<file path="config.mk">
export PLATFORM = sky130hd
export DESIGN_NAME = rail_voltage_select_regs
export DESIGN_NICKNAME = d
export VERILOG_FILES = /design/src/hw/rail_select_pkg.sv /design/src/hw/rail_voltage_select_regs.sv /design/src/hw/rail_target_decode.sv /design/src/hw/divider_ratio_decode.sv
export SDC_FILE = /design/constraint.sdc
export NUM_CORES = 1
export LEC_CHECK = 0
export BUFFER_PORTS_ARGS = -buffer_cell sky130_fd_sc_hd__buf_2
export CORE_UTILIZATION = 30
export CTS_CLUSTER_DIAMETER = 150
export CTS_CLUSTER_SIZE = 30
export DETAILED_ROUTE_END_ITERATION = 8
export PLACE_DENSITY_LB_ADDON = 0.1
export SLEW_MARGIN = 20
export SYNTH_ARGS = -nofsm -noshare
export SYNTH_HDL_FRONTEND = slang
export SYNTH_HIERARCHICAL = 1
export SYNTH_SLANG_ARGS = --single-unit
export TNS_END_PERCENT = 10
</file>
<file path="constraint.sdc">
create_clock -name clk -period 3.95 [get_ports clk]
set_clock_uncertainty 0.05 [all_clocks]
set_input_delay 0 -clock clk [delete_from_list [all_inputs] [get_ports clk]]
set_output_delay 0 -clock clk [all_outputs]
set_load 0.02 [all_outputs]
</file>
<file path="src/hw/rail_select_pkg.sv">
package rail_select_pkg;

    // ----------------------------------------
    // register offsets and reset values
    // ----------------------------------------
    localparam logic [7:0] SCALED_CODE_OFFSET = 8'h26;
    localparam logic [7:0] EXT_STATE_OFFSET   = 8'h27;
    localparam logic [7:0] EXT_OP_OFFSET      = 8'h28;
    localparam logic [6:0] SCALED_CODE_RESET  = 7'h00;
    localparam logic [1:0] EXT_STATE_RESET    = 2'h0;
    localparam logic [7:0] EXT_OP_RESET       = 8'h00;

    // ----------------------------------------
    // field positions
    // ----------------------------------------
    localparam int CMD_BIT      = 7;
    localparam int SEL_MSB      = 6;
    localparam int STATE_MSB    = 1;
    localparam int STATE_ON_BIT = 0;

    // ----------------------------------------
    // code decode points, in 12.5 mV steps
    // ----------------------------------------
    localparam int            STEP_UV        = 12500;
    localparam logic [6:0]    CODE_OFF       = 7'h00;
    localparam logic [6:0]    CODE_LOW_TOP   = 7'h03;
    localparam logic [6:0]    RAIL_CODE_TOP  = 7'h4b;
    localparam logic [6:0]    EXT_CODE_TOP   = 7'h43;
    localparam logic [7:0]    STEP_BIAS      = 8'h2d;
    localparam logic [7:0]    RAIL_MIN_STEPS = 8'h30;
    localparam logic [7:0]    RAIL_MAX_STEPS = 8'h78;

    // ----------------------------------------
    // divider ratio is numerator / denominator
    // ----------------------------------------
    localparam logic [7:0] DIV_NUMERATOR = 8'h30;
    localparam logic [7:0] DIV_UNITY_DEN = 8'h30;
    localparam logic [7:0] DIV_FLOOR_DEN = 8'h70;

    typedef enum logic [1:0] {
        GAIN_X1  = 2'h0,
        GAIN_ALT = 2'h1,
        GAIN_X2  = 2'h2,
        GAIN_X3  = 2'h3
    } gain_type;

endpackage : rail_select_pkg

</file>
<file path="src/hw/rail_voltage_select_regs.sv">
// Function
// - selected serial port alone reaches registers
// - gain field scales rail two target
// - codes 3..75 give code plus 45 steps
// - codes 75 and above clamp at 1.5 V
// - code zero off, 1..3 give 0.6 V
// - state field odd on; reset from nonvolatile
// - command bit picks converter scaled code
// - codes 3..67 give 48 over 45+code
// - codes 67 and above give 3/7
// - codes 1..3 give unity ratio
// - converter code zero drives enable low
// - command bit picks rail scaled code
`timescale 1ns/100ps
module rail_voltage_select_regs
    import rail_select_pkg::*;
(
    input  wire logic       clk,
    input  wire logic       rst_n,
    input  wire logic       turnoff_event,
    input  wire logic       port_select_bit,
    input  wire logic [1:0] nv_state_default,
    input  wire gain_type   gain_select,
    input  wire logic [7:0] core_rail_two_operating_code,
    input  wire logic [7:0] external_converter_scaled_code,
    input  wire logic       ctl_wr,
    input  wire logic       ctl_rd,
    input  wire logic [7:0] ctl_addr,
    input  wire logic [7:0] ctl_wdata,
    output logic      [7:0] ctl_rdata,
    input  wire logic       scl_wr,
    input  wire logic       scl_rd,
    input  wire logic [7:0] scl_addr,
    input  wire logic [7:0] scl_wdata,
    output logic      [7:0] scl_rdata,
    output logic      [6:0] rail_two_applied_code,
    output logic      [9:0] rail_two_target,
    output logic            rail_two_enable,
    output logic      [6:0] ext_applied_code,
    output logic      [7:0] ext_divider_denominator,
    output logic            ext_converter_enable
);

    // ----------------------------------------
    // port selection
    // ----------------------------------------
    logic       acc_wr;
    logic       acc_rd;
    logic [7:0] acc_addr;
    logic [7:0] acc_wdata;
    logic [7:0] read_value;

    always_comb
    begin
        acc_wr    = port_select_bit ? scl_wr    : ctl_wr;
        acc_rd    = port_select_bit ? scl_rd    : ctl_rd;
        acc_addr  = port_select_bit ? scl_addr  : ctl_addr;
        acc_wdata = port_select_bit ? scl_wdata : ctl_wdata;
    end

    // ----------------------------------------
    // register storage
    // ----------------------------------------
    logic [6:0] scaled_sel;
    logic [1:0] ext_state;
    logic [7:0] ext_op;
    logic       init_pending;

    always_ff @(posedge clk or negedge rst_n)
    begin
        if (!rst_n)
            init_pending <= 1'b1;
        else
            init_pending <= 1'b0;
    end

    always_ff @(posedge clk or negedge rst_n)
    begin
        if (!rst_n)
            scaled_sel <= SCALED_CODE_RESET;
        else if (turnoff_event)
            scaled_sel <= SCALED_CODE_RESET;
        else if (acc_wr && acc_addr == SCALED_CODE_OFFSET)
            scaled_sel <= acc_wdata[SEL_MSB:0];
    end

    always_ff @(posedge clk or negedge rst_n)
    begin
        if (!rst_n)
            ext_state <= EXT_STATE_RESET;
        else if (turnoff_event || init_pending)
            ext_state <= nv_state_default;
        else if (acc_wr && acc_addr == EXT_STATE_OFFSET)
            ext_state <= acc_wdata[STATE_MSB:0];
    end

    always_ff @(posedge clk or negedge rst_n)
    begin
        if (!rst_n)
            ext_op <= EXT_OP_RESET;
        else if (turnoff_event)
            ext_op <= EXT_OP_RESET;
        else if (acc_wr && acc_addr == EXT_OP_OFFSET)
            ext_op <= acc_wdata;
    end

    // ----------------------------------------
    // read back
    // ----------------------------------------
    always_comb
    begin
        if (acc_addr == SCALED_CODE_OFFSET)
            read_value = {1'b0, scaled_sel};
        else if (acc_addr == EXT_STATE_OFFSET)
            read_value = {6'h00, ext_state};
        else if (acc_addr == EXT_OP_OFFSET)
            read_value = ext_op;
        else
            read_value = 8'h00;
    end

    always_ff @(posedge clk or negedge rst_n)
    begin
        if (!rst_n)
            ctl_rdata <= 8'h00;
        else if (ctl_rd)
            ctl_rdata <= port_select_bit ? 8'h00 : read_value;
    end

    always_ff @(posedge clk or negedge rst_n)
    begin
        if (!rst_n)
            scl_rdata <= 8'h00;
        else if (scl_rd)
            scl_rdata <= port_select_bit ? read_value : 8'h00;
    end

    // ----------------------------------------
    // applied codes and decode
    // ----------------------------------------
    logic [6:0] rail_code;
    logic [6:0] ext_code;
    logic [9:0] next_rail_target;
    logic [7:0] next_denominator;
    logic       next_code_enable;
    logic       ext_on;

    always_comb
    begin
        rail_code = core_rail_two_operating_code[CMD_BIT]
                  ? scaled_sel
                  : core_rail_two_operating_code[SEL_MSB:0];
        ext_code  = ext_op[CMD_BIT]
                  ? external_converter_scaled_code[SEL_MSB:0]
                  : ext_op[SEL_MSB:0];
        ext_on    = ext_state[STATE_ON_BIT];
    end

    rail_target_decode rail_dec (
        .code   (rail_code),
        .gain   (gain_select),
        .target (next_rail_target)
    );

    divider_ratio_decode ext_dec (
        .code        (ext_code),
        .denominator (next_denominator),
        .enable      (next_code_enable)
    );

    always_ff @(posedge clk or negedge rst_n)
    begin
        if (!rst_n)
        begin
            rail_two_applied_code <= 7'h00;
            rail_two_target       <= 10'h000;
            rail_two_enable       <= 1'b0;
        end
        else
        begin
            rail_two_applied_code <= rail_code;
            rail_two_target       <= next_rail_target;
            rail_two_enable       <= (rail_code != CODE_OFF);
        end
    end

    always_ff @(posedge clk or negedge rst_n)
    begin
        if (!rst_n)
        begin
            ext_applied_code        <= 7'h00;
            ext_divider_denominator <= 8'h00;
            ext_converter_enable    <= 1'b0;
        end
        else
        begin
            ext_applied_code        <= ext_code;
            ext_divider_denominator <= next_denominator;
            ext_converter_enable    <= next_code_enable && ext_on;
        end
    end
endmodule : rail_voltage_select_regs

</file>
<file path="src/hw/rail_target_decode.sv">
`timescale 1ns/100ps
module rail_target_decode
    import rail_select_pkg::*;
(
    input  wire logic [6:0] code,
    input  wire gain_type   gain,
    output logic      [9:0] target
);

    logic [7:0] base;

    // ----------------------------------------
    // unity-gain steps from the code
    // ----------------------------------------
    always_comb
    begin
        if (code == CODE_OFF)
            base = 8'h00;
        else if (code <= CODE_LOW_TOP)
            base = RAIL_MIN_STEPS;
        else if (code >= RAIL_CODE_TOP)
            base = RAIL_MAX_STEPS;
        else
            base = {1'b0, code} + STEP_BIAS;
    end

    // ----------------------------------------
    // gain scaling
    // ----------------------------------------
    always_comb
    begin
        case (gain)
            GAIN_X2: target = {1'b0, base, 1'b0};
            GAIN_X3: target = {2'b00, base} + {1'b0, base, 1'b0};
            default: target = {2'b00, base};
        endcase
    end

endmodule : rail_target_decode

</file>
<file path="src/hw/divider_ratio_decode.sv">
`timescale 1ns/100ps
module divider_ratio_decode
    import rail_select_pkg::*;
(
    input  wire logic [6:0] code,
    output logic      [7:0] denominator,
    output logic            enable
);

    // ----------------------------------------
    // ratio is numerator over denominator
    // ----------------------------------------
    always_comb
    begin
        enable = 1'b1;
        if (code == CODE_OFF)
        begin
            denominator = 8'h00;
            enable      = 1'b0;
        end
        else if (code <= CODE_LOW_TOP)
            denominator = DIV_UNITY_DEN;
        else if (code >= EXT_CODE_TOP)
            denominator = DIV_FLOOR_DEN;
        else
            denominator = {1'b0, code} + STEP_BIAS;
    end

endmodule : divider_ratio_decode

</file>
==> impl_results.md, run 1 <==
- Worst skew pair latency: 330 ps
- Die Y: 117 um
- Clock root buffer: clkbuf_16
- GRT Total Usage: between 10% and 20%
- Top cell by count, worst path: a21oi_1
- Setup TNS: 0 ps
- Post-synth top area share: 42.5%
- RR Endpoint: rail_two_target[8]
- Static Leak: between 0.002 and 0.0025 uW
- VDD IR max: 186 uV
- Maximum clock path buffer count: 2
- Largest net degree at the start of global routing: 41
- ANT cells: 0
- FF-to-FF setup slack: 180 ps
- Slowest stage cell, crit path: or3_1
- Top-count cell post-synth: dfrtp_1
- I/O Pins: 110
- Worst Setup End Kind: flip-flop
- IO Port Bufs: 108
- Clock transition at path regs: 50 ps
- Crit path max fanout: 8
- CP Data Arrival Time: between 3000 and 4000 ps
- Multi-input logic area: 0.00205 mm^2
- Drt pass-1 iters: 6
- Fillers: 1,293
- Vias in the first global route: around 3,400
- Fin. Hold Viols: 0
- Initial Util: between 30 and 40%
- Rows: 41
- Worst Max-Slew Pin Slew: 896 ps
- Cell count after synthesis: 379
- Seq/Total Area, Yosys: 43.2%
- Netlist cell types: 74
- Top FF cell, synth: dfrtp_1
- Clock Sinks: 68
- Final min period: roughly 3800 ps
- H-tree depth: 3
- Core area: 0.0127 mm^2
- Yosys warnings: 6
- WL/cell: between 15 and 20 um
- GRT Residual Overflow: 0
- Worst slew margin relative to its limit: around 40%
- Peak Freq: 265 MHz
- Initial antenna violation count: 0
- Reg-to-reg startpoint: scaled_sel[0]
- Max Cap Viol: 0
- HP Class: primary input to flip-flop
- Routability cong.: around 0.8
- DRC viols: 0
- Num CTS Buffers: 9
- Commonest cells in the netlist: dfrtp_1 (67), a21oi_1 (21), o21ai_0 (20)
- Crit Path Class: flip-flop to flip-flop
- Req. time, crit path: 4100 ps
- Share of layout cells above drive strength 1: 32.3%
- Final Power: between 1500 and 2000 uW
- Placed Cells incl. Taps: between 600 and 700
- Cell Area, Synth: 0.00394 mm^2
- Die X: 117 um
- Register area: about 0.0017 mm^2
- Total number of vias: 3,393
- Fin cells: 670
- Cell taking the most area after synthesis: dfrtp_1
- Die Footprint: 0.0136 mm^2
- TritonCTS clock tree: done
- DRT iter0 DRCs: 261
- Final #Nets: 567
- First-pass GRT wire length: 17,400 um
- Reg2Reg Depth: 12
- Max-slew violation count: 0
- Final period utilization: 95.5%
- Final ANT Viol Nets: 0
- Synth top area cells: dfrtp_1 (43%), mux2_2 (4.9%), ha_1 (3.8%), a21oi_1 (2.7%), a221o_1 (2.5%)
- Total wire length: 10,900 um
- Synthesized area per cell: 10.4 um^2
- Crit path largest cell delay: 530 ps
- Hold endpoint: rail_two_applied_code[0]
- Seq cells post-synth: 68
- Number of flops mapped to enable cells by yosys: 0
- Hold_sp: core_rail_two_operating_code[0]
- Crit start category: flip-flop
- Endpoints failing setup: 0
- Status: complete, no violations
- Avg Vias per Cell: 5.06
- Synth async-reset ratio: 100%
- Synthesis-to-finish area growth: 27.4%
- Final HPWL DP: around 8000 um
- Unrepaired setup endpoints after global routing: false
- PwrDens: 373 mW/mm^2
- Hold path cells: 2
- Critical Path, Cell by Cell: mux2_2 > ha_1 > o311a_4 > or3_1 > clkinv_8 > ha_1 > a21o_1 > a21oi_1 > nor4_1 > a21oi_1 > a21oi_1 > o41a_1
[how the worst max path moves through the flow]
stage	from	end	slack [ps]
floorplan	scaled_sel[0]	rail_two_target[8]	600
global placement	scaled_sel[0]	rail_two_target[8]	270
detailed placement	scaled_sel[0]	rail_two_target[8]	230
CTS	scaled_sel[0]	rail_two_target[8]	190
global route	scaled_sel[0]	rail_two_target[8]	20
finish	scaled_sel[0]	rail_two_target[8]	180
[critical path, delay by kind of cell (launching register included)]
family | cells | cell delay, ps
flip-flops | 1 | 400
adder cells (fa/ha/maj) | 2 | 540
multiplexers | 1 | 350
AO/OA/AOI/OAI | 6 | 1580
AND/OR/NAND/NOR | 2 | 620
buffers and inverters | 1 | 110
[repair_timing]
item,4_1_cts,5_1_grt
setup buffers,0,0
resized for setup,0,0
hold buffers,14,0
endpoints found under the hold margin,41,0
[metal layers]
layer / part of all wire [%] / global-route usage [%]
met1: 46 / 22.1
met2: 48 / 28.3
met3: 4.9 / 3.11
met4: 1.1 / 4.98
met5: 0 / 0
[state kept, by name (all words and copies together) (netlist names), 2 cells and up]
name	count
ext_applied_code	7
ctl_rdata	8
ext_state	2
ext_op	8
rail_two_applied_code	7
scl_rdata	8
scaled_sel	7
rail_two_target	10
ext_divider_denominator	8
[where the power goes]
part	switching, uW	internal, uW	leakage, uW	total [uW]
sequential	8.88	723	0.000910	731
clock	285	502	0.000140	787
combinational	216	139	0.00135	356
total	510	1360	0.00240	1870
[metrics by stage]
step | hold slack (ps) | instance area (um^2) | setup slack (ps) | utilization (%)
6_report | 11.3 | 5020 | 177 | 39.5
5_1_grt | 17.1 | 5020 | 17.4 | 39.5
3_3_place_gp | 0.264 | 4600 | 266 | 36.2
3_5_place_dp | 17.1 | 4600 | 233 | 36.2
2_1_floorplan | -346 | 3950 | 600 | -
4_1_cts | 3.69 | 5020 | 194 | 39.5
[cell families after synthesis]
family / share of synthesized area, %
buf+inv: 4.95
flops: 43.2
fa+ha+maj: 4.31
other cells: 0.286
xor+xnor: 1.33
simple gates: 16.3
compound gates: 21.8
mux: 7.77
[layout make-up]
type                       instances  area share (%)
clock buffer                      13            4.98
tap                              172            4.28
inverter                          19            1.67
multi-input combinational        273            40.8
clock inverter                     2           0.697
timing repair buffer             123            13.7
sequential                        68            33.9
[cells in the final DEF (no fill, tap or decap), drive strengths merged, types with 3 or more instances in the layout]
| cell | instances |
|---|---|
| a211o | 4 |
| a211oi | 11 |
| a21oi | 22 |
| a221o | 10 |
| a22o | 6 |
| a31oi | 8 |
| and2 | 3 |
| and3 | 4 |
| buf | 109 |
| clkbuf | 13 |
| conb | 4 |
| dfrtp | 67 |
| dlygate4sd3 | 14 |
| ha | 12 |
| inv | 18 |
| mux2 | 18 |
| mux2i | 10 |
| nand2 | 19 |
| nand3 | 5 |
| nor2 | 19 |
| nor2b | 10 |
| nor3 | 11 |
| nor4 | 6 |
| o211ai | 8 |
| o21a | 4 |
| o21ai | 22 |
| o22ai | 3 |
| or3 | 11 |
| or4b | 3 |
| xnor2 | 4 |
Note: power is estimated with default switching activity, not from simulation.
==> run 2, diff against run 1 <==
--- a/config.mk
+++ b/config.mk
@@ -5,8 +5,9 @@
 export SDC_FILE = /design/constraint.sdc
 export NUM_CORES = 1
 export LEC_CHECK = 0
+export ABC_CLOCK_PERIOD_IN_PS = 3950
 export BUFFER_PORTS_ARGS = -buffer_cell sky130_fd_sc_hd__buf_2
-export CORE_UTILIZATION = 30
+export CORE_UTILIZATION = 45
 export CTS_CLUSTER_DIAMETER = 150
 export CTS_CLUSTER_SIZE = 30
 export DETAILED_ROUTE_END_ITERATION = 8
==> run 2 against run 1 <==
Cell area fell by 2.7%. Sequential share of layout area is 0.95 points higher. Setup slack improved by 36 ps. First-iteration DRC count decreased by 41%. Flip-flop and latch count did not move. Via count down 0.62%. Largest power group is now sequential cells. Highest routed layer unchanged.
==> impl_results.md, run 2 (synthesis gave the netlist of run 1 again) <==
- Status: complete, no violations
- Req. time, crit path: 4130 ps
- Maximum clock path buffer count: 2
- RR Endpoint: rail_two_target[8]
- Static Leak: 0.00238 uW
- Crit start category: flip-flop
- Setup crit end: rail_two_target[8]
- Die Y: 95.6 um
- Total number of vias: between 3,000 and 4,000
- Fin. Hold Viols: 0
- Clock Sinks: around 70
- CP Data Arrival Time: 3920 ps
- Worst skew pair latency: 350 ps
- Share of layout cells above drive strength 1: 32.6%
- DRT iter0 DRCs: between 150 and 200
- Routability cong.: 0.863
- Total wire length: 10,000 um
- Initial antenna violation count: 0
- Initial Util: around 47%
- Flip-flop count of the largest register after layout: 10
- GRT Residual Overflow: 0
- Largest net degree at the start of global routing: 37
- Max-slew violation count: 0
- Final #Nets: between 500 and 600
- Fillers: 738
- CTS resizes: 0
- Worst Max-Slew Pin Slew: around 860 ps
- FF-to-FF setup slack: around 210 ps
- Post-CTS setup buffers: 0
- H-tree depth: 3
- Vias in the first global route: 3,358
- Commonest cells after routing, fill and taps aside: buf_2 (108), dfrtp_1 (67), a21oi_1 (21)
- Most flop-heavy register: rail_two_target
- DRC viols: 0
- WL/cell: 16.5 um
- GRT Total Usage: between 20% and 30%
- Final period utilization: 94.6%
- Final HPWL DP: 7280 um
- Crit Path Class: flip-flop to flip-flop
- Num CTS Buffers: 9
- VDD IR max: 154 uV
- Unrepaired setup endpoints after global routing: false
- Final min period: 3740 ps
- Synthesis-to-finish area growth: 24.0%
- Rows: 33
- Peak Freq: 268 MHz
- Die Footprint: 0.00914 mm^2
- Crit path max fanout: 8
- Final ANT Viol Nets: 0
- PwrDens: 339 mW/mm^2
- Setup TNS: 0 ps
- Avg Vias per Cell: between 5 and 6
- IO Port Bufs: 108
- Reg-to-reg startpoint: scaled_sel[0]
- Max Cap Viol: 0
- Endpoints failing setup: 0
- Fin util: 58.6%
- Drt pass-1 iters: 4
- Clock root buffer: clkbuf_8
- Reg2Reg Depth: 12
- Final Power: 1660 uW
- Clock transition at path regs: 80 ps
- Worst Setup End Kind: flip-flop
- Most common cell after layout, fill and taps aside: buf_2
- TritonCTS clock tree: done
- HP Class: primary input to flip-flop
- ANT cells: 0
- Worst slew margin relative to its limit: 42.2%
- Core area: between 0.008 and 0.009 mm^2
- Critical path launch point: scaled_sel[0]
- First-pass GRT wire length: 16,400 um
- Die X: 95.6 um
- I/O Pins: 110
- Hold path cells: 3
-- run 2: per-layer routing --
layer	track usage, %	wire length [um]	vias up
li1	-	-	1649
met1	30.5	4570	1607
met2	40.7	4920	99
met3	3.27	360	17
met4	9.33	204	0
met5	0	0	-
-- run 2: worst min-delay path by stage --
stage,from,to,slack (ps)
global route,core_rail_two_operating_code[6],rail_two_applied_code[6],6
CTS,core_rail_two_operating_code[4],rail_two_applied_code[4],7
global placement,rst_n,ctl_rdata[1],30
detailed placement,rst_n,ctl_rdata[1],40
finish,scl_rd,scl_rdata[0],20
floorplan,rst_n,ctl_rdata[0],-350
-- run 2: cell type report --
class                      count  area, um^2  share of cell area [%]
multi-input combinational    273        2050                    41.9
sequential                    68        1700                    34.8
timing repair buffer         127         728                    14.9
tap                          105         131                    2.69
clock buffer                  10         128                    2.61
inverter                      19        83.8                    1.71
clock inverter                 6        65.1                    1.33
-- run 2: critical path: stages, from the launching register on --
cell      delay [ps]
dfrtp_1          410
mux2_2           350
ha_1             300
o311a_4          430
or3_1            520
clkinv_8         110
ha_1             230
a21o_1           180
a21oi_1          260
nor4_1            80
a21oi_1          270
a21oi_1          120
o41a_1           310
-- run 2: where the power goes --
part	total, uW	internal, uW	leakage, uW	switching (uW)
Sequential	728	721	0.000910	7.47
Clock	572	292	0.0000962	280
Combinational	358	142	0.00137	216
-- run 2: repair_timing --
item,in CTS,in global routing
hold endpoints to repair,58,0
setup endpoints to repair,0,0
hold buffers,18,0
-- run 2: stage by stage --
stage	area (um^2)	instances	hold slack (ps)	setup slack, ps
after CTS	4890	608	6.71	237
final	4890	608	23.4	213
after detailed placement	4520	574	41.7	279
after global routing	4890	608	6.14	34.3
after global placement	4520	574	25.3	290
after floorplan	3950	380	-346	600
==> run 3, diff against run 2 <==
--- a/config.mk
+++ b/config.mk
@@ -7,11 +7,14 @@
 export LEC_CHECK = 0
 export ABC_CLOCK_PERIOD_IN_PS = 3950
 export BUFFER_PORTS_ARGS = -buffer_cell sky130_fd_sc_hd__buf_2
-export CORE_UTILIZATION = 45
+export CELL_PAD_IN_SITES_DETAIL_PLACEMENT = 1
+export CELL_PAD_IN_SITES_GLOBAL_PLACEMENT = 1
+export CORE_UTILIZATION = 40
 export CTS_CLUSTER_DIAMETER = 150
 export CTS_CLUSTER_SIZE = 30
 export DETAILED_ROUTE_END_ITERATION = 8
-export PLACE_DENSITY_LB_ADDON = 0.1
+export GPL_ROUTABILITY_DRIVEN = 0
+export PLACE_DENSITY_LB_ADDON = 0.2
 export SLEW_MARGIN = 20
 export SYNTH_ARGS = -nofsm -noshare
 export SYNTH_HDL_FRONTEND = slang
==> run 3 against run 2 <==
First-iteration DRC count down 29%. Power up 0.93%. Maximum frequency rose by 0.65%. Cell area is 0.26% higher. Flip-flop and latch count unchanged. Critical path depth did not move.
==> impl_results.md, run 3 (synthesis gave the netlist of run 1 again) <==
- Status: complete, no violations
- Worst slew margin relative to its limit: 34.2%
- WL/cell: 17.8 um
- Register area: 0.00170 mm^2
- Post-layout instance area: 0.00490 mm^2
- Fin. Hold Viols: 0
- H-tree depth: 3
- Fillers: 1,098
- Max Cap Viol: 0
- Num CTS Buffers: 9
- Avg Vias per Cell: 5.52
- Max-slew violation count: 0
- Total number of vias: roughly 3,500
- TritonCTS clock tree: done
- Initial antenna violation count: 0
- Largest net degree at the start of global routing: 38
- Rows: 35
- Clock Sinks: 68
- Multi-input logic area: 0.00205 mm^2
- First-pass GRT wire length: 18,400 um
- Endpoints failing setup: 0
- Peak Freq: 269 MHz
- Crit path max fanout: 8
- Static Leak: 0.00237 uW
- Share of layout cells above drive strength 1: 33.2%
- Drt pass-1 iters: 4
- Most flop-heavy register: rail_two_target
- Crit Path Class: flip-flop to flip-flop
- Crit start category: flip-flop
- Worst Max-Slew Pin Slew: 982 ps
- Hold_sp: ctl_wdata[7]
- VDD IR max: 151 uV
- Reg-to-reg startpoint: scaled_sel[0]
- Final #Nets: 568
- GRT Total Usage: a little under a quarter
- Unrepaired setup endpoints after global routing: false
- Final HPWL DP: 8220 um
- Flip-flop count of the largest register after layout: 10
- HP Class: primary input to flip-flop
- IO Port Bufs: 108
- Worst Setup End Kind: flip-flop
- Final period utilization: 94.0%
- CP Data Arrival Time: 3890 ps
- Critical path launch point: scaled_sel[0]
- I/O Pins: 110
- Worst skew pair latency: 340 ps
- GRT Residual Overflow: 0
- Die X: 101 um
- Final min period: ~3700 ps
- Die Y: 101 um
- Total wire length: 11,200 um
- Post-DP Area: 0.00455 mm^2
- Most common cell after layout, fill and taps aside: buf_2
- Fin util: 52.1%
- Setup TNS: 0 ps
- Clock root buffer: clkbuf_8
- Die Footprint: approximately 0.010 mm^2
- Post-CTS setup buffers: 0
- PwrDens: 341 mW/mm^2
- Req. time, crit path: around 4100 ps
- Core area: 0.00942 mm^2
- Final ANT Viol Nets: 0
- ANT cells: 0
- Vias in the first global route: 3,646
- DRT iter0 DRCs: 110
- Commonest cells after routing, fill and taps aside: buf_2 (108), dfrtp_1 (67), o21ai_0 (20), a21oi_1 (20)
- DRC viols: 0
- Synthesis-to-finish area growth: 24.3%
- Clock transition at path regs: 80 ps
- Initial Util: roughly two fifths
- Maximum clock path buffer count: 2
[run 3: cell types whose count changed in the layout (fill, tap and decap cells not counted)]
cell	previous run	this run
clkinv_4	2	1
a21oi_1	21	20
clkbuf_1	1	0
a21oi_2	1	2
clkinvlp_4	1	2
dlygate4sd3_1	18	15
clkbuf_8	9	10
[run 3: what timing repair did]
action,in CTS,in global routing
gates resized for setup,0,1
hold buffers,15,0
endpoints found under the hold margin,55,0
setup endpoints to repair,0,1
[run 3: final timing paths]
path	slack [ps]	cells past startpoint	endpoint
hold reg to reg	460	1	scl_rdata[7]
min in group asynchronous	260	2	ctl_rdata[1]
max in group asynchronous	2640	3	init_pending
hold / removal	8	3	ext_op[7]
setup / recovery	240	12	rail_two_target[8]
setup reg to reg	240	12	rail_two_target[8]
[run 3: final cells by class]
cell class,instances,area share [%]
inverter,19,1.71
clock inverter,6,1.30
timing repair buffer,124,14.2
multi-input combinational,273,41.9
clock buffer,10,2.81
sequential,68,34.7
tap,129,3.29
[run 3: stage by stage]
step | setup WS (ps) | hold WS [ps] | power (uW) | instances
floorplan | 600 | -346 | 976 | 380
global placement | 298 | 84.4 | 1080 | 598
detailed placement | 169 | 104 | 1090 | 598
CTS | 134 | 1.91 | 1690 | 629
global route | 12.8 | 17.8 | 1760 | 629
finish | 238 | 7.93 | 1670 | 629
[run 3: power breakdown]
part / internal (uW) / switching, uW
Sequential: 721 / 7.61
Clock: 308 / 276
Combinational: 141 / 221
Total: 1170 / 504
[run 3: worst max-delay path: stages (launching register included)]
cell and delay [ps]:
dfrtp_1 410, mux2_2 360, ha_1 320, o311a_4 440, or3_1 540, clkinv_8 120
ha_1 230, a21o_1 180, a21oi_1 260, nor4_1 100, a21oi_2 200, a21oi_1 90
o41a_1 300
[run 3: routing by layer]
| layer | global-route usage [%] | wire length (um) | vias up |
|---|---|---|---|
| met5 | 0 | 0 | - |
| met4 | 6.35 | 71 | 0 |
| met3 | 3.80 | 472 | 4 |
| met2 | 41.0 | 5710 | 84 |
| met1 | 29.8 | 4960 | 1742 |
| li1 | - | - | 1641 |
